## src/hw/pwsc_consts.vh

```
// Constants for the peripheral window select control block.
// Included by the design files; holds only defines.
`ifndef PWSC_CONSTS_VH
`define PWSC_CONSTS_VH

// APB byte offsets of the local registers
`define PWSC_OFF_STC        12'h000
`define PWSC_OFF_SYSCTL     12'h004
`define PWSC_OFF_STATUS     12'h008
`define PWSC_OFF_CPUADDR    12'h00c
`define PWSC_OFF_ROUTE      12'h010

// Field positions of serial_timer_control
`define PWSC_BIT_XBUF       7
`define PWSC_BIT_RATE_HI    6
`define PWSC_BIT_RATE_LO    5
`define PWSC_BIT_I2CWIN     4
`define PWSC_BIT_FLASHWIN   3
`define PWSC_BIT_RSVD       2
`define PWSC_BIT_TCLK_HI    1
`define PWSC_BIT_TCLK_LO    0

// Field position of the host window bit in the system control word
`define PWSC_BIT_HOSTWIN    1

// Reset values
`define PWSC_RST_STC        8'h00
`define PWSC_RST_SYSCTL     8'h00
`define PWSC_RST_ADDR       24'h000000

// Window base addresses, low 16 bits of the CPU address
`define PWSC_WIN_PDN_LO     16'hff80
`define PWSC_WIN_PDN_HI     16'hff87
`define PWSC_WIN_SER_A_LO   16'hff88
`define PWSC_WIN_SER_A_HI   16'hff89
`define PWSC_WIN_SER_B_LO   16'hff8e
`define PWSC_WIN_SER_B_HI   16'hff8f
`define PWSC_WIN_I2C0_A_LO  16'hffd8
`define PWSC_WIN_I2C0_A_HI  16'hffd9
`define PWSC_WIN_I2C0_B_LO  16'hffde
`define PWSC_WIN_I2C0_B_HI  16'hffdf
`define PWSC_WIN_TMR_A_LO   16'hfff0
`define PWSC_WIN_TMR_A_HI   16'hfff7
`define PWSC_WIN_TMR_B_LO   16'hfffc
`define PWSC_WIN_TMR_B_HI   16'hffff

// Address space sizes: mode 2 uses 24 address bits, mode 3 uses 16
`define PWSC_ABITS_ADV      5'd24
`define PWSC_ABITS_NORM     5'd16
// Highest reachable byte in mode 3 (56 kbytes usable of 64)
`define PWSC_NORM_TOP       16'hdfff

// Route codes, one-hot
`define PWSC_RT_NONE        8'h00
`define PWSC_RT_PDN         8'h01
`define PWSC_RT_FLASH       8'h02
`define PWSC_RT_SER1        8'h04
`define PWSC_RT_I2C1        8'h08
`define PWSC_RT_I2C0        8'h10
`define PWSC_RT_TMR8        8'h20
`define PWSC_RT_KEYB        8'h40
`define PWSC_RT_MEM         8'h80

`endif

```

## src/hw/pwsc_decode.v

```verilog
// Window decoder: maps a CPU address to a one-hot register group.
// Assumes the select bits are stable for the access being decoded.
`timescale 1ns/10ps
`include "pwsc_consts.vh"

module pwsc_decode (
  // Address and mode
  input  wire [23:0] addr,
  input  wire        adv_mode,
  // Window select bits
  input  wire        i2c_window_enable,
  input  wire        flash_window_enable,
  input  wire        host_window_enable,
  // Result
  output reg  [7:0]  route
);

  wire        in_page;
  wire [15:0] a16;

  // Register page sits at the top of either address space
  assign a16     = addr[15:0];
  assign in_page = adv_mode ? (addr[23:16] == 8'hff) : 1'b1;

  // Window decode
  always @* begin
    route = `PWSC_RT_NONE;
    if (!in_page) begin
      route = `PWSC_RT_MEM;
    end else if (a16 >= `PWSC_WIN_PDN_LO && a16 <= `PWSC_WIN_PDN_HI) begin
      route = flash_window_enable ? `PWSC_RT_FLASH : `PWSC_RT_PDN;
    end else if ((a16 >= `PWSC_WIN_SER_A_LO && a16 <= `PWSC_WIN_SER_A_HI) ||
                 (a16 >= `PWSC_WIN_SER_B_LO && a16 <= `PWSC_WIN_SER_B_HI)) begin
      route = i2c_window_enable ? `PWSC_RT_I2C1 : `PWSC_RT_SER1;
    end else if ((a16 >= `PWSC_WIN_I2C0_A_LO && a16 <= `PWSC_WIN_I2C0_A_HI) ||
                 (a16 >= `PWSC_WIN_I2C0_B_LO && a16 <= `PWSC_WIN_I2C0_B_HI)) begin
      // Otherwise unclaimed here
      route = i2c_window_enable ? `PWSC_RT_I2C0 : `PWSC_RT_NONE;
    end else if ((a16 >= `PWSC_WIN_TMR_A_LO && a16 <= `PWSC_WIN_TMR_A_HI) ||
                 (a16 >= `PWSC_WIN_TMR_B_LO && a16 <= `PWSC_WIN_TMR_B_HI)) begin
      route = host_window_enable ? `PWSC_RT_KEYB : `PWSC_RT_TMR8;
    end else if (adv_mode || a16 <= `PWSC_NORM_TOP) begin
      route = `PWSC_RT_MEM;
    end
  end

endmodule // pwsc_decode

```

## src/hw/pwsc_top.v

```verilog
// Peripheral window select control: control register, window decode,
// pin mode, rate and timer clock selects. APB slave, 32-bit data.
// Assumes one clock pclk and an APB master that holds each request.
`timescale 1ns/10ps
`include "pwsc_consts.vh"

// What this block does
// Bit 7 set makes port A bits 7..4 bus-driving pins, clear makes them normal pins.
// Bits 6 and 5 join the I2C mode clock select field to pick the master transfer rate.
// With the I2C window bit clear, FF88-FF89 and FF8E-FF8F reach serial channel one.
// With the I2C window bit set, those areas reach I2C channel one instead.
// With the I2C window bit set, I2C channel zero answers at FFD8-FFD9 and FFDE-FFDF.
// With the flash window bit clear, FF80-FF87 reach power-down and peripheral control.
// With the flash window bit set, FF80-FF87 reach the flash control registers.
// Software keeps reserved bit 2 at zero; it resets to zero.
// Bits 1 and 0 join the timer control clock select field to pick the counter clock.
// Mode 2 gives a 16-Mbyte address space with on-chip ROM enabled.
// Mode 3 gives a 64-Kbyte space with ROM enabled, 56 kbytes reachable.
// A written select bit takes effect from the very next bus access.
// The host window bit swaps FFF0-FFF7 and FFFC-FFFF between timers and keyboard.
module pwsc_top (
  // APB
  input  wire        pclk,
  input  wire        presetn,
  input  wire        psel,
  input  wire        penable,
  input  wire        pwrite,
  input  wire [11:0] paddr,
  input  wire [31:0] pwdata,
  output reg  [31:0] prdata,
  output reg         pready,
  output reg         pslverr,
  // Operating mode strap: 1 is mode 2, 0 is mode 3
  input  wire        mode_adv,
  // Field selects from the I2C mode and timer control registers
  input  wire [2:0]  i2c_mode_clock_select_field,
  input  wire [2:0]  timer_control_clock_select_field,
  // Port A upper bits
  output reg         port_a_upper_bits_bus_drive,
  // Selected rate and clock codes
  output reg  [4:0]  i2c_rate_code,
  output reg  [4:0]  timer_clock_code,
  // Mode outputs
  output reg         rom_enable,
  output reg  [4:0]  addr_space_bits,
  // Routed group for the latched CPU address
  output reg  [7:0]  route_q
);

  reg  [7:0]  stc_q;
  reg  [7:0]  stc_d;
  reg  [7:0]  sysctl_q;
  reg  [23:0] cpu_addr_q;
  reg         adv_q;
  reg         strap_done_q;
  reg  [31:0] rd_d;
  reg         err_d;
  wire        wr_en;
  wire        rd_en;
  wire        acc;
  wire [7:0]  route_w;
  wire [7:0]  stc_next;
  wire [7:0]  sys_next;
  wire [23:0] addr_next;

  // Single access cycle: answer in the first access phase
  assign acc   = psel & penable;
  assign wr_en = acc & pwrite;
  assign rd_en = acc & ~pwrite;

  // Bypass write data so the decode sees the new bits at once
  assign stc_next  = (wr_en && paddr == `PWSC_OFF_STC) ? pwdata[7:0] : stc_q;
  assign sys_next  = (wr_en && paddr == `PWSC_OFF_SYSCTL) ? pwdata[7:0] : sysctl_q;
  assign addr_next = (wr_en && paddr == `PWSC_OFF_CPUADDR) ? pwdata[23:0] : cpu_addr_q;

  // Window decode of the CPU address
  pwsc_decode u_dec (
    .addr                (addr_next),
    .adv_mode            (adv_q),
    .i2c_window_enable   (stc_next[`PWSC_BIT_I2CWIN]),
    .flash_window_enable (stc_next[`PWSC_BIT_FLASHWIN]),
    .host_window_enable  (sys_next[`PWSC_BIT_HOSTWIN]),
    .route               (route_w)
  );

  // Control register next value; reserved bit kept at zero
  always @* begin
    stc_d = stc_q;
    if (wr_en && paddr == `PWSC_OFF_STC) begin
      stc_d = pwdata[7:0];
      stc_d[`PWSC_BIT_RSVD] = 1'b0;
    end
  end

  // Register storage
  always @(posedge pclk or negedge presetn) begin
    if (!presetn) begin
      stc_q      <= `PWSC_RST_STC;
      sysctl_q   <= `PWSC_RST_SYSCTL;
      cpu_addr_q <= `PWSC_RST_ADDR;
    end else begin
      stc_q <= stc_d;
      if (wr_en && paddr == `PWSC_OFF_SYSCTL) begin
        sysctl_q <= pwdata[7:0];
      end
      if (wr_en && paddr == `PWSC_OFF_CPUADDR) begin
        cpu_addr_q <= pwdata[23:0];
      end
    end
  end

  // Mode strap caught once after reset release, never under reset
  always @(posedge pclk or negedge presetn) begin
    if (!presetn) begin
      adv_q        <= 1'b0;
      strap_done_q <= 1'b0;
    end else if (!strap_done_q) begin
      adv_q        <= mode_adv;
      strap_done_q <= 1'b1;
    end
  end

  // Read mux
  always @* begin
    rd_d  = 32'h00000000;
    err_d = 1'b0;
    case (paddr)
      `PWSC_OFF_STC:     rd_d = {24'h000000, stc_q};
      `PWSC_OFF_SYSCTL:  rd_d = {24'h000000, sysctl_q};
      `PWSC_OFF_STATUS:  rd_d = {27'h0000000, strap_done_q, adv_q, 3'h0};
      `PWSC_OFF_CPUADDR: rd_d = {8'h00, cpu_addr_q};
      `PWSC_OFF_ROUTE:   rd_d = {24'h000000, route_q};
      default:           err_d = 1'b1;
    endcase
  end

  // APB answer, zero wait states
  always @(posedge pclk or negedge presetn) begin
    if (!presetn) begin
      prdata  <= 32'h00000000;
      pready  <= 1'b0;
      pslverr <= 1'b0;
    end else begin
      pready  <= psel & ~penable;
      pslverr <= psel & ~penable & err_d;
      if (psel && !penable && !pwrite) begin
        prdata <= rd_d;
      end
    end
  end

  // Derived control outputs, all registered
  always @(posedge pclk or negedge presetn) begin
    if (!presetn) begin
      port_a_upper_bits_bus_drive <= 1'b0;
      i2c_rate_code               <= 5'h00;
      timer_clock_code            <= 5'h00;
      rom_enable                  <= 1'b0;
      addr_space_bits             <= 5'h00;
      route_q                     <= `PWSC_RT_NONE;
    end else begin
      port_a_upper_bits_bus_drive <= stc_d[`PWSC_BIT_XBUF];
      i2c_rate_code    <= {stc_d[`PWSC_BIT_RATE_HI], stc_d[`PWSC_BIT_RATE_LO],
                           i2c_mode_clock_select_field};
      timer_clock_code <= {stc_d[`PWSC_BIT_TCLK_HI], stc_d[`PWSC_BIT_TCLK_LO],
                           timer_control_clock_select_field};
      rom_enable       <= strap_done_q;
      // Held at zero until the strap is caught, so no stale mode is shown
      addr_space_bits  <= !strap_done_q ? 5'h00 :
                          (adv_q ? `PWSC_ABITS_ADV : `PWSC_ABITS_NORM);
      route_q          <= route_w;
    end
  end

endmodule // pwsc_top

```

## config.mk

```make
export PLATFORM = sky130hd
export DESIGN_NAME = pwsc_top
export DESIGN_NICKNAME = d
export VERILOG_FILES = /design/src/hw/pwsc_decode.v /design/src/hw/pwsc_top.v
export VERILOG_INCLUDE_DIRS = /design/src /design/src/hw
export SDC_FILE = /design/constraint.sdc
export NUM_CORES = 1
export LEC_CHECK = 0
export BUFFER_PORTS_ARGS = -buffer_cell sky130_fd_sc_hd__buf_2
export CAP_MARGIN = 10
export CORE_MARGIN = 2
export CORE_UTILIZATION = 51
export DETAILED_ROUTE_END_ITERATION = 12
export PLACE_DENSITY = 0.79
export SLEW_MARGIN = 20
export SYNTH_ARGS = -nofsm -noshare
export SYNTH_HDL_FRONTEND = slang
export SYNTH_SLANG_ARGS = --single-unit
```

## constraint.sdc

```tcl
create_clock -name pclk -period 2.3 [get_ports pclk]
set_input_delay 0.46 -clock pclk [delete_from_list [all_inputs] [get_ports pclk]]
set_output_delay 0.46 -clock pclk [all_outputs]
set_load 0.05 [all_outputs]
```

* Word-level counts from Yosys, hierarchy flattened
Cells that the tools add are included.
** Cells by class
- Bitwise gates (word level) :: 5
- Muxes and demuxes :: 19
- Order comparisons :: 15
- Equal/unequal tests :: 5
- Reduce and logical (&&, ||, !) cells :: 20
** Operator list (count)
- $le A16 B16 Y1 const B :: 8
- $pmux W24 S5 :: 1
- $ge A16 B16 Y1 const B :: 7
- $mux W8 :: 7
- $eq A12 B4 Y1 const B :: 2
- $mux W24 :: 1
- $mux W5 :: 3
- $eq A12 B3 Y1 const B :: 1
- $eq A12 B5 Y1 const B :: 1
- $logic_and A1 B1 Y1 :: 12
- $logic_not A12 Y1 :: 1
- $eq A8 B8 Y1 const B :: 1
- $mux W4 :: 2
- $mux W7 :: 1
- $reduce_or A5 Y1 :: 1
- $and A1 B1 Y1 :: 4
- $logic_or A1 B1 Y1 :: 4
- $mux W2 :: 2
- $logic_not A1 Y1 :: 2
- $mux W1 :: 2
- $not A1 Y1 :: 1
** Word-level totals
- Input bits :: 56
- Output and inout bits :: 59
- Flip-flop bits (word level) :: 100

* Longest topological paths before layout
Gate-level depths: netlist (run 1).
- Word-level depth :: 12
- Mapped depth :: 9
- Gate-level depth less buffers :: 6

* Hierarchy
Synthesis (run 1) repeated with hierarchy kept, for this count alone.
** Second synthesis, totals
- Cell total of the unflattened synthesis :: 265
- Area total of the unflattened synthesis :: 3562.2 µm²
** By module, submodules not included
- pwsc_top :: area an instance 3324.4 µm², sequential area each 2077.0 µm², cells an instance 235, times used 1
- pwsc_decode :: area an instance 237.7 µm², sequential area each 0.0 µm², cells an instance 30, times used 1

* Worst setup path before layout (run 1)
OpenSTA, ideal clock, no wires.
- Path kind :: input-to-reg
- From :: input port paddr[4]
- To :: register route_q[5]
- Setup slack :: 0.349 ns
- Path buffers :: 2
- Stages :: 7
- Data arrival time :: 1.865 ns
- Data required time :: 2.214 ns
- Setup time :: 0.086 ns
- Path through :: buf_2 nor2b_4 buf_6 inv_2 nor4_4 mux2_4 nor3_1
** On the way
- Elaborated cells between the ends (all ways) :: 38
- Classes of those cells :: 14 x order compare; 3 x eq/ne; 9 x mux; 12 x reduce/logical
** RTL lines
- start, declared :: RTL line pwsc_top.v:28 : input wire [11:0] paddr,
- $eq A12 B3 Y1
- $logic_and A1 B1 Y1 (no source line)
- $mux W2
- via u_dec.host_window_enable :: RTL line pwsc_decode.v:13 : input wire host_window_enable,
- $mux W7 (no source line)
- $mux W8 :: RTL line pwsc_decode.v:39 : end else if ((a16 >= `PWSC_WIN_TMR_A_LO && a16 <= `PWSC_WIN_TMR_A_HI) ||
- $mux W8 :: RTL line pwsc_decode.v:35 : end else if ((a16 >= `PWSC_WIN_I2C0_A_LO && a16 <= `PWSC_WIN_I2C0_A_HI) ||
- $mux W8 :: RTL line pwsc_decode.v:32 : end else if ((a16 >= `PWSC_WIN_SER_A_LO && a16 <= `PWSC_WIN_SER_A_HI) ||
- $mux W8 :: RTL line pwsc_decode.v:30 : end else if (a16 >= `PWSC_WIN_PDN_LO && a16 <= `PWSC_WIN_PDN_HI) begin
- $mux W8 :: RTL line pwsc_decode.v:28 : if (!in_page) begin
- via route_w[5] :: RTL line pwsc_top.v:61 : wire [7:0] route_w;
- end signal, assigned :: RTL line pwsc_top.v:160 : route_q <= `PWSC_RT_NONE;
- end signal, assigned :: RTL line pwsc_top.v:171 : route_q <= route_w;
- end, declared :: RTL line pwsc_top.v:47 : output reg [7:0] route_q
The timed path passes the listed nets, and every way through them passes these cells.
A chain may end at the register's enable or synchronous reset.

* Worst setup path after layout (run 1)
- From :: register cpu_addr_q[5]
- To :: register route_q[7]
** On the way
- Cells in the longest elaborated chain, start to end :: 9
- Elaborated cells between the ends (all ways) :: 33
- Classes of those cells :: 15 x order compare; 7 x mux; 11 x reduce/logical
** RTL lines
- start, declared :: RTL line pwsc_top.v:53 : reg [23:0] cpu_addr_q;
- start signal, assigned :: RTL line pwsc_top.v:100 : cpu_addr_q <= `PWSC_RST_ADDR;
- start signal, assigned :: RTL line pwsc_top.v:107 : cpu_addr_q <= pwdata[23:0];
- $mux W24 *
- $le A16 B16 Y1 (no source line) / $ge A16 B16 Y1 (equally long branches)
- $logic_or A1 B1 Y1 (no source line) / $logic_and A1 B1 Y1 (equally long branches)
- $mux W8 / $logic_or A1 B1 Y1 (equally long branches) :: RTL line pwsc_decode.v:42, pwsc_decode.v:39
- $mux W8 :: RTL line pwsc_decode.v:39
- $mux W8 :: RTL line pwsc_decode.v:35
- $mux W8 :: RTL line pwsc_decode.v:32
- $mux W8 * :: RTL line pwsc_decode.v:30
- $mux W8 * :: RTL line pwsc_decode.v:28
- via route_w[7] :: RTL line pwsc_top.v:61
Mark *: on every way through the listed nets, which the timed path passes. The rest lies on a longest branch.

==> results.toml, run 1 <==
[run_status]
status = "complete, no violations"

[worst_setup_path]
setup.worst_path.end_class = "flop"
critPathArrivalTime_ps = 2170
worst-setup-path-type = "flop to flop"
worst_setup_path_start_kind = "flop"
path_max_fanout = 5
required_ps = 2550

[cells_and_area]
design.final.nets = 514
layout_common_cells = "94 x sky130_fd_sc_hd__buf_2, 85 x sky130_fd_sc_hd__nand2_1, 83 x sky130_fd_sc_hd__dfrtp_1"
final_common_cell = "sky130_fd_sc_hd__buf_2"
flow.area_growth_from_synthesis_pct = 19.1
num_antenna_cells = 0
num-fill-cells = 624
final_cells = 561
layout-drive-gt1-share_pct = 32.9

[grt]
first_global_vias = 2877
global_route.usage.total_pct = 22.7
grt_start_max_net_pins = 48
grt_antenna_before_repair = 0
grt.overflow.total = 0
grt_first_pass_wirelength_um = 14400

[clocking]
cts-htree-levels = 3
cts_resized = 0
cts.path.max_buffers = 2
cts_hold_buffers = 0
worst_setup_hold_path_clk_slew_ps = 80
clock-sinks = 83
clkLatencyLatePin_ps = 360
cts.repair_timing.setup_buffer_count = 0
ctsRootBufferMaster = "sky130_fd_sc_hd__clkbuf_8"
tritoncts = "yes"
numCtsBuffers = 9

[route]
total_via_count_in_the_routed_design = 3052
route.detailed.wl_per_inst_um = 16.0
count_of_unresolved_drc_violations_after_routing = 0
first_pass_iteration_count_of_the_detailed_router = 5
drt_first_iter_violations = 285
postRouteWirelength_um = 9000
viasPerCell = 5.44
drtAntennaViolNets = 0

[logic_synthesis]
postSynth.asyncResetShare_pct = 100
number_of_flops_mapped_to_enable_cells_by_yosys = 0
synth_area_per_cell_um2 = 10.4
warning_count_from_the_yosys_run = 0
synth_cell_types = 50
netlist_area_um2 = 3760
ys_seq_elements = 83
ys_dominant_reg_cell = "sky130_fd_sc_hd__dfrtp_1"
synth.top_cell.area_share_pct = 55.2
synth_area_leader_cell = "sky130_fd_sc_hd__dfrtp_1"
sequential_fraction_of_the_synthesis_area_pct = 55.2
number_of_instances_in_the_synthesized_netlist = 361
ys_top_cells_by_area = "sky130_fd_sc_hd__dfrtp_1 55%, sky130_fd_sc_hd__nand2_1 8.5%, sky130_fd_sc_hd__mux2_2 3.9%"

[sta]
slew_violations = 0
post-route-period-util_pct = 83.3
finalSetupViolations = 0
max_clock_freq_ghz = 0.522
finalSetupTns_ps = 0
finalCriticalPeriod_ps = 1920
clock_skew_ps = 11.8
unrepaired_setup_endpoints_after_global_routing = "no"
report.final.hold_viol_count = 0

[placed_design]
io_buffers = 95
place.detailed.instances = 546
place_hpwl_um = 6580
place_congestion = 0.868

[floorplanning]
chipHeight_um = 89.9
dieArea_um2 = 8090
rows = 31
floorplan.initialDensity_pct = 52.2
die_width_um = 89.9
boundary_pins = 115
core_area_um2 = 7210

[power_and_ir_drop]
power_leakage_uw = 0.00230
power_per_cell_area_nw_per_um2 = 597
power.ir.vdd_worst_uv = 309

[min_path]
min-delay-path-class = "input pin to async pin"

[job]
cap_viol_max_count = 0
[layout make-up]
type                            instances  area [um^2]  share of cell area [%]
Clock buffer                           10          138                    3.07
Clock inverter                          5         37.5                   0.837
Inverter                                7         26.3                   0.586
Multi-Input combinational cell        251         1510                    33.6
Sequential cell                        83         2080                    46.3
Tap cell                               99          124                    2.76
Timing Repair Buffer                  106          573                    12.8
[per-layer routing]
layer | vias up | routed length (um) | global-route usage [%]
li1 | 1422 | - | -
met4 | 0 | 221 | 10.5
met1 | 1483 | 3960 | 31.5
met2 | 129 | 4210 | 34.7
met5 | - | 0 | 0
met3 | 18 | 617 | 4.61
[where the power goes]
| group | internal [uW] | total [uW] | switching [uW] |
|---|---|---|---|
| Clock | 419 | 953 | 534 |
| Combinational | 63.0 | 244 | 181 |
| Sequential | 1470 | 1480 | 7.35 |
[cell families (layout without fill, tap and decap cells)]
family | after synthesis | in the layout | share of synthesized area [%]
compound gates | 68 | 68 | 12.0
xor+xnor | 1 | 1 | 0.233
buf+inv | 37 | 128 | 5.92
flops | 83 | 83 | 55.2
mux | 21 | 21 | 6.41
other cells | 2 | 12 | 0.199
simple gates | 149 | 149 | 20.1
[per-stage QoR]
step	setup slack, ps	cell area [um^2]	total power, uW	util (%)	hold slack, ps
2_1_floorplan	349	3800	1660	-	164
3_3_place_gp	172	4310	1750	59.7	413
3_5_place_dp	152	4310	1750	59.7	425
4_1_cts	406	4480	2690	62.1	59.3
5_1_grt	315	4480	2770	62.1	73.4
6_report	384	4480	2680	62.1	51.7
[worst max-delay path: stages (launching register included)]
cell,delay [ps]
sky130_fd_sc_hd__dfrtp_1,460
sky130_fd_sc_hd__or4_1,570
sky130_fd_sc_hd__a2111o_1,330
sky130_fd_sc_hd__o311ai_1,100
sky130_fd_sc_hd__o31ai_1,110
sky130_fd_sc_hd__a41o_1,240
[sequential cells by signal, summed over array words and instances, names as in the netlist, 2 cells and up]
name,flops
i2c_rate_code,4
route_q,8
cpu_addr_q,24
stc_q,5
prdata,24
sysctl_q,8
timer_clock_code,4
addr_space_bits,2
[cell usage after synthesis, drive strengths merged, types with 7 or more instances]
cell type / count
nor2: 11
nand4: 9
dfrtp: 83
inv: 7
nand2: 85
buf: 22
a22o: 16
a21oi: 15
clkbuf: 8
nor3: 12
o21ai: 21
mux2: 16
[worst paths after layout]
check | start | end | slack, ps | cells past startpoint
setup / recovery | cpu_addr_q[5]$_DFF_PN0_ | route_q[7]$_DFF_PN0_ | 380 | 5
min in group pclk | i2c_mode_clock_select_field[1] | i2c_rate_code[1]$_DFF_PN0_ | 200 | 1
hold / removal | presetn | i2c_rate_code[0]$_DFF_PN0_ | 50 | 1
hold reg to reg | strap_done_q$_DFF_PN0_ | addr_space_bits[4]$_DFF_PN0_ | 440 | 0
setup reg to reg | cpu_addr_q[5]$_DFF_PN0_ | route_q[7]$_DFF_PN0_ | 380 | 5
max in group asynchronous | presetn | prdata[7]$_DFFE_PN0P_ | 1640 | 2
(Power assumes the default switching activity.)
==> run 2, diff against run 1 <==
- ABC_AREA: unset -> 1
- CORE_UTILIZATION: 51 -> 47
- PLACE_DENSITY: 0.79 -> 0.76
- clock period: 2.3 -> 1.5 ns (I/O delays scaled with it)
==> results.toml, run 2 <==
[run_status]
status = "finished with violations"
violations = "negative setup slack"

[logic_synthesis]
synthTopCellsByCount = "126 x sky130_fd_sc_hd__nand2_1, 83 x sky130_fd_sc_hd__dfrtp_1, 45 x sky130_fd_sc_hd__inv_1"
synth_area_per_cell_um2 = 8.59
synth.top_cell.area_share_pct = 51.1
number_of_flops_mapped_to_enable_cells_by_yosys = 0
warning_count_from_the_yosys_run = 0
sequential_fraction_of_the_synthesis_area_pct = 51.1
synth_area_leader_cell = "sky130_fd_sc_hd__dfrtp_1"
ys_top_cells_by_area = "sky130_fd_sc_hd__dfrtp_1 51%, sky130_fd_sc_hd__nand2_1 12%, sky130_fd_sc_hd__o21ai_0 4.4%"
number_of_instances_in_the_synthesized_netlist = 473
postSynth.asyncResetShare_pct = 100
synth_cell_types = 40
netlist_area_um2 = 4060
ys_dominant_reg_cell = "sky130_fd_sc_hd__dfrtp_1"
library_cell_with_the_highest_instance_count_after_synthesis = "sky130_fd_sc_hd__nand2_1"
ys_seq_elements = 83

[power_and_ir_drop]
power.ir.vdd_worst_uv = 542
power_leakage_uw = 0.00316
power_per_cell_area_nw_per_um2 = 816
post_route_total_power_uw = 4790

[worst_setup_path]
worst-setup-path-type = "input pin to flop"
critical_path_s_slowest_cell = "sky130_fd_sc_hd__clkbuf_16"
critical-path-max-stage-delay_ps = 210
path_max_fanout = 6
worst_setup_path_start_kind = "input pin"
path_cells = "buf_2 -> nor2_4 -> inv_2 -> nor2_4 -> nand3_4 -> clkbuf_16 -> nand2_1 -> nand2_1 -> nor2_1 -> nand2_1 -> nor2_2 -> nor2_2 -> nand2_2 -> nand2_4 -> nand2_4 -> nand2_2 -> nor2_1"
critPathMostFrequentCell = "sky130_fd_sc_hd__nand2_1"
setup.worst_path.end_class = "flop"
critPathArrivalTime_ps = 2180
required_ps = 1810

[sta]
unrepaired_setup_endpoints_after_global_routing = "yes"
clock_skew_ps = 9.49
max_clock_freq_ghz = 0.534
finalCriticalPeriod_ps = 1870
timing.hold.ws_ps = 28.8
timing.final.ws_setup_ps = -374
finalSetupViolations = 8
report.final.hold_viol_count = 0
slew_violations = 0
post-route-period-util_pct = 125

[route]
drtAntennaViolNets = 0
total_via_count_in_the_routed_design = 3995
count_of_unresolved_drc_violations_after_routing = 0
first_pass_iteration_count_of_the_detailed_router = 5
route.detailed.wl_per_inst_um = 17.0
postRouteWirelength_um = 12700
drt_first_iter_violations = 244
viasPerCell = 5.38

[floorplanning]
chipHeight_um = 97.0
die_width_um = 97.0
boundary_pins = 115
core_area_um2 = 8300
floorplan.initialDensity_pct = 48.9
rows = 33
dieArea_um2 = 9400

[min_path]
min-delay-path-class = "input pin to flop"

[grt]
first_global_vias = 3849
grt_antenna_before_repair = 0
global_route.usage.total_pct = 24.6
grt_start_max_net_pins = 34
grt_first_pass_wirelength_um = 18500
grt.overflow.total = 0

[cells_and_area]
top_registers = "cpu_addr_q (24), prdata (24)"
design.final.nets = 689
num_antenna_cells = 0
fin_area_um2 = 5870
num-fill-cells = 597
layout_common_cells = "99 x sky130_fd_sc_hd__nand2_1, 91 x sky130_fd_sc_hd__buf_2, 83 x sky130_fd_sc_hd__dfrtp_1"
utilization_pct = 70.7
flow.area_growth_from_synthesis_pct = 44.5
layout-drive-gt1-share_pct = 45.5
final_common_cell = "sky130_fd_sc_hd__nand2_1"

[clocking]
clock-sinks = 83
clkLatencyLatePin_ps = 370
cts.path.max_buffers = 2
tritoncts = "yes"
numCtsBuffers = 9
ctsRootBufferMaster = "sky130_fd_sc_hd__clkbuf_8"
worst_setup_hold_path_clk_slew_ps = 90
cts-htree-levels = 3

[job]
cap_viol_max_count = 0

[placed_design]
placed_cell_area_um2 = 5060
place_congestion = 0.839
io_buffers = 95
place_hpwl_um = 8410
run 2: cell count changes after synthesis, moves of 15 or more:
cell	change
sky130_fd_sc_hd__inv_1	+41
sky130_fd_sc_hd__nand2_1	+41
sky130_fd_sc_hd__nor2_1	+33
sky130_fd_sc_hd__a22o_1	-16
sky130_fd_sc_hd__nand4_1	+15
sky130_fd_sc_hd__o21ai_0	+15
run 2: kinds of logic after synthesis:
kind of cell,Yosys count,share of synthesized area [%]
buf+inv,82,10.1
other cells,2,0.185
compound gates,67,10.6
mux,1,0.277
simple gates,238,27.8
flops,83,51.1
run 2: worst max-delay path: cells and delay by family:
family | cells | cell delay, ps
simple gates | 14 | 1490
buf+inv | 3 | 380
run 2: per-stage QoR:
| step | TNS (ps) | setup slack [ps] | cells |
|---|---|---|---|
| 2_1_floorplan | -3310 | -379 | 483 |
| 3_3_place_gp | -14750 | -571 | 711 |
| 3_5_place_dp | -17400 | -636 | 711 |
| 4_1_cts | -1410 | -220 | 730 |
| 5_1_grt | -4090 | -481 | 743 |
| 6_report | -2410 | -374 | 743 |
run 2: path summary, 6_finish.rpt:
path                                                start                    endpoint  slack (ps)  cells after the start
setup / recovery                                 paddr[1]        route_q[2]$_DFF_PN0_        -370                     17
hold / removal             i2c_mode_clock_select_field[0]  i2c_rate_code[0]$_DFF_PN0_          30                      1
setup reg to reg                  cpu_addr_q[5]$_DFF_PN0_        route_q[2]$_DFF_PN0_        -100                     11
hold reg to reg                     prdata[1]$_DFFE_PN0P_       prdata[1]$_DFFE_PN0P_         480                      2
max in group asynchronous                         presetn       prdata[3]$_DFFE_PN0P_         630                      3
min in group asynchronous                         presetn  i2c_rate_code[1]$_DFF_PN0_         370                      2
run 2: routing by layer:
layer / track usage, % / share of wire, % / vias up
li1: - / - / 1841
met1: 31.9 / 40 / 1894
met2: 40.3 / 48 / 214
met3: 5.06 / 7.9 / 46
met4: 9.75 / 4.0 / 0
met5: 0 / 0 / -
run 2: final cells by class:
type / count / area [um^2] / share of cell area [%]
sequential: 83 / 2080 / 35.4
clock inverter: 7 / 124 / 2.11
clock buffer: 9 / 124 / 2.11
tap: 105 / 131 / 2.24
inverter: 51 / 195 / 3.33
multi-input combinational: 318 / 1980 / 33.7
timing repair buffer: 170 / 1240 / 21.1
run 2: power breakdown:
part | internal, uW | leakage [uW] | switching [uW] | total, uW
clock network | 1120 | 0.000120 | 897 | 2020
logic | 161 | 0.00197 | 331 | 492
registers | 2260 | 0.00106 | 16.4 | 2280
run 2: timing repair:
action	in CTS	in global routing
hold buffers	1	0
endpoints found under the setup margin	13	23
buffers inserted	1	9
pin swaps	4	32
resized for setup	26	79
gates cloned	1	4
endpoints found under the hold margin	23	0
==> run 3, diff against run 2 <==
- MAX_ROUTING_LAYER: unset -> met4
==> results.toml, run 3 (synthesis results as in run 2) <==
[cells_and_area]
layout-drive-gt1-share_pct = 42.5
top_registers = "cpu_addr_q (24), prdata (24)"
fin_area_um2 = 5710
num-fill-cells = 654
layout_common_cells = "111 x sky130_fd_sc_hd__nand2_1, 88 x sky130_fd_sc_hd__buf_2, 83 x sky130_fd_sc_hd__dfrtp_1"
flow.area_growth_from_synthesis_pct = 40.5
design.final.nets = 689
num_antenna_cells = 0
final_cells = 742
final_common_cell = "sky130_fd_sc_hd__nand2_1"

[clocking]
worst_setup_hold_path_clk_slew_ps = 80
ctsRootBufferMaster = "sky130_fd_sc_hd__clkbuf_8"
clkLatencyLatePin_ps = 350
cts.path.max_buffers = 2
numCtsBuffers = 9
clock-sinks = 83
tritoncts = "yes"
cts-htree-levels = 3

[sta]
finalSetupTns_ps = -2180
unrepaired_setup_endpoints_after_global_routing = "yes"
post-route-period-util_pct = 120
slew_violations = 0
clock_skew_ps = 13.6
timing.final.ws_setup_ps = -307
finalCriticalPeriod_ps = 1810
max_clock_freq_ghz = 0.553
report.final.hold_viol_count = 0
finalSetupViolations = 10

[route]
route.detailed.wl_per_inst_um = 16.5
first_pass_iteration_count_of_the_detailed_router = 5
drt_first_iter_violations = 269
viasPerCell = 5.35
count_of_unresolved_drc_violations_after_routing = 0
drtAntennaViolNets = 0
postRouteWirelength_um = 12300
total_via_count_in_the_routed_design = 3971

[grt]
first_global_vias = 3963
grt_start_max_net_pins = 35
grt_antenna_before_repair = 0
grt.overflow.total = 0
global_route.usage.total_pct = 26.4
grt_first_pass_wirelength_um = 19300

[worst_setup_path]
critPathArrivalTime_ps = 2080
worst_setup_path_start_kind = "input pin"
path_max_fanout = 7
worst-setup-path-type = "input pin to flop"
ff2ff_path_depth = 11
required_ps = 1770
setup.worst_path.end_class = "flop"

[floorplanning]
chipHeight_um = 97.0
core_area_um2 = 8300
dieArea_um2 = 9400
rows = 33
boundary_pins = 115
die_width_um = 97.0
floorplan.initialDensity_pct = 48.9

[job]
cap_viol_max_count = 0

[placed_design]
placed_cell_area_um2 = 5070
place_congestion = 0.898
place_worst_setup_slack_ps = -669
place_hpwl_um = 8330
place.detailed.instances = 712
io_buffers = 95

[power_and_ir_drop]
power_per_cell_area_nw_per_um2 = 760
power.ir.vdd_worst_uv = 459
power_leakage_uw = 0.00308
post_route_total_power_uw = 4330

[min_path]
min-delay-path-class = "input pin to flop"
worst_hold_path.num_cells = 1

[run_status]
status = "finished with violations"
violations = "negative setup slack"
run 3: layer usage:
| metal | up-vias | global-route usage [%] | wire [um] |
|---|---|---|---|
| met4 | 0 | 13.3 | 380 |
| li1 | 1841 | - | - |
| met2 | 191 | 41.5 | 6010 |
| met3 | 39 | 4.62 | 918 |
| met5 | - | - | 0 |
| met1 | 1900 | 33.1 | 4950 |
run 3: power breakdown:
part	internal (uW)	leakage (uW)	switching, uW	total (uW)
logic	167	0.00193	339	506
clock network	756	0.0000881	795	1550
registers	2260	0.00106	15.1	2280
run 3: critical path, cell delays in order:
cell,delay [ps]
sky130_fd_sc_hd__buf_6,100
sky130_fd_sc_hd__nor2_4,140
sky130_fd_sc_hd__nand2_4,90
sky130_fd_sc_hd__nor2_8,160
sky130_fd_sc_hd__nand3_4,130
sky130_fd_sc_hd__bufbuf_16,300
sky130_fd_sc_hd__nand2_1,60
sky130_fd_sc_hd__nand2_1,80
sky130_fd_sc_hd__nor2_1,100
sky130_fd_sc_hd__nand2_1,60
sky130_fd_sc_hd__nor2_1,100
sky130_fd_sc_hd__nor2_1,50
sky130_fd_sc_hd__nand2_1,90
sky130_fd_sc_hd__nand2_2,90
sky130_fd_sc_hd__nand2_4,80
sky130_fd_sc_hd__nand2_2,70
sky130_fd_sc_hd__nor2_2,100
run 3: final timing paths:
kind	startpoint	to	slack [ps]
max	paddr[9]	route_q[3]$_DFF_PN0_	-310
min	i2c_mode_clock_select_field[0]	i2c_rate_code[0]$_DFF_PN0_	50
max reg2reg	cpu_addr_q[4]$_DFF_PN0_	route_q[3]$_DFF_PN0_	-70
min reg2reg	prdata[1]$_DFFE_PN0P_	prdata[1]$_DFFE_PN0P_	470
max in group asynchronous	presetn	route_q[6]$_DFF_PN0_	610
min in group asynchronous	presetn	i2c_rate_code[1]$_DFF_PN0_	390
run 3: what timing repair did:
action	in CTS	in global routing
endpoints found under the setup margin	14	38
cloned	3	1
buffers inserted	6	7
hold buffers	1	0
pin swaps	7	7
hold endpoints to repair	21	0
resized for setup	34	58
run 3: layout make-up:
class                   count  area [um^2]  share of cell area, %
clock inverters             5         55.1                  0.965
multi-input cells         319         1870                   32.7
clock buffers              10          128                   2.24
flip-flops and latches     83         2080                   36.4
repair buffers            169         1250                   21.9
well taps                 105          131                   2.30
inverters                  51          195                   3.42
run 3: stage by stage:
step	utilization (%)	hold slack, ps
floorplan	-	4.41
global placement	61.1	215
detailed placement	61.1	223
CTS	66.6	41.2
global route	68.7	33.2
finish	68.7	52.9
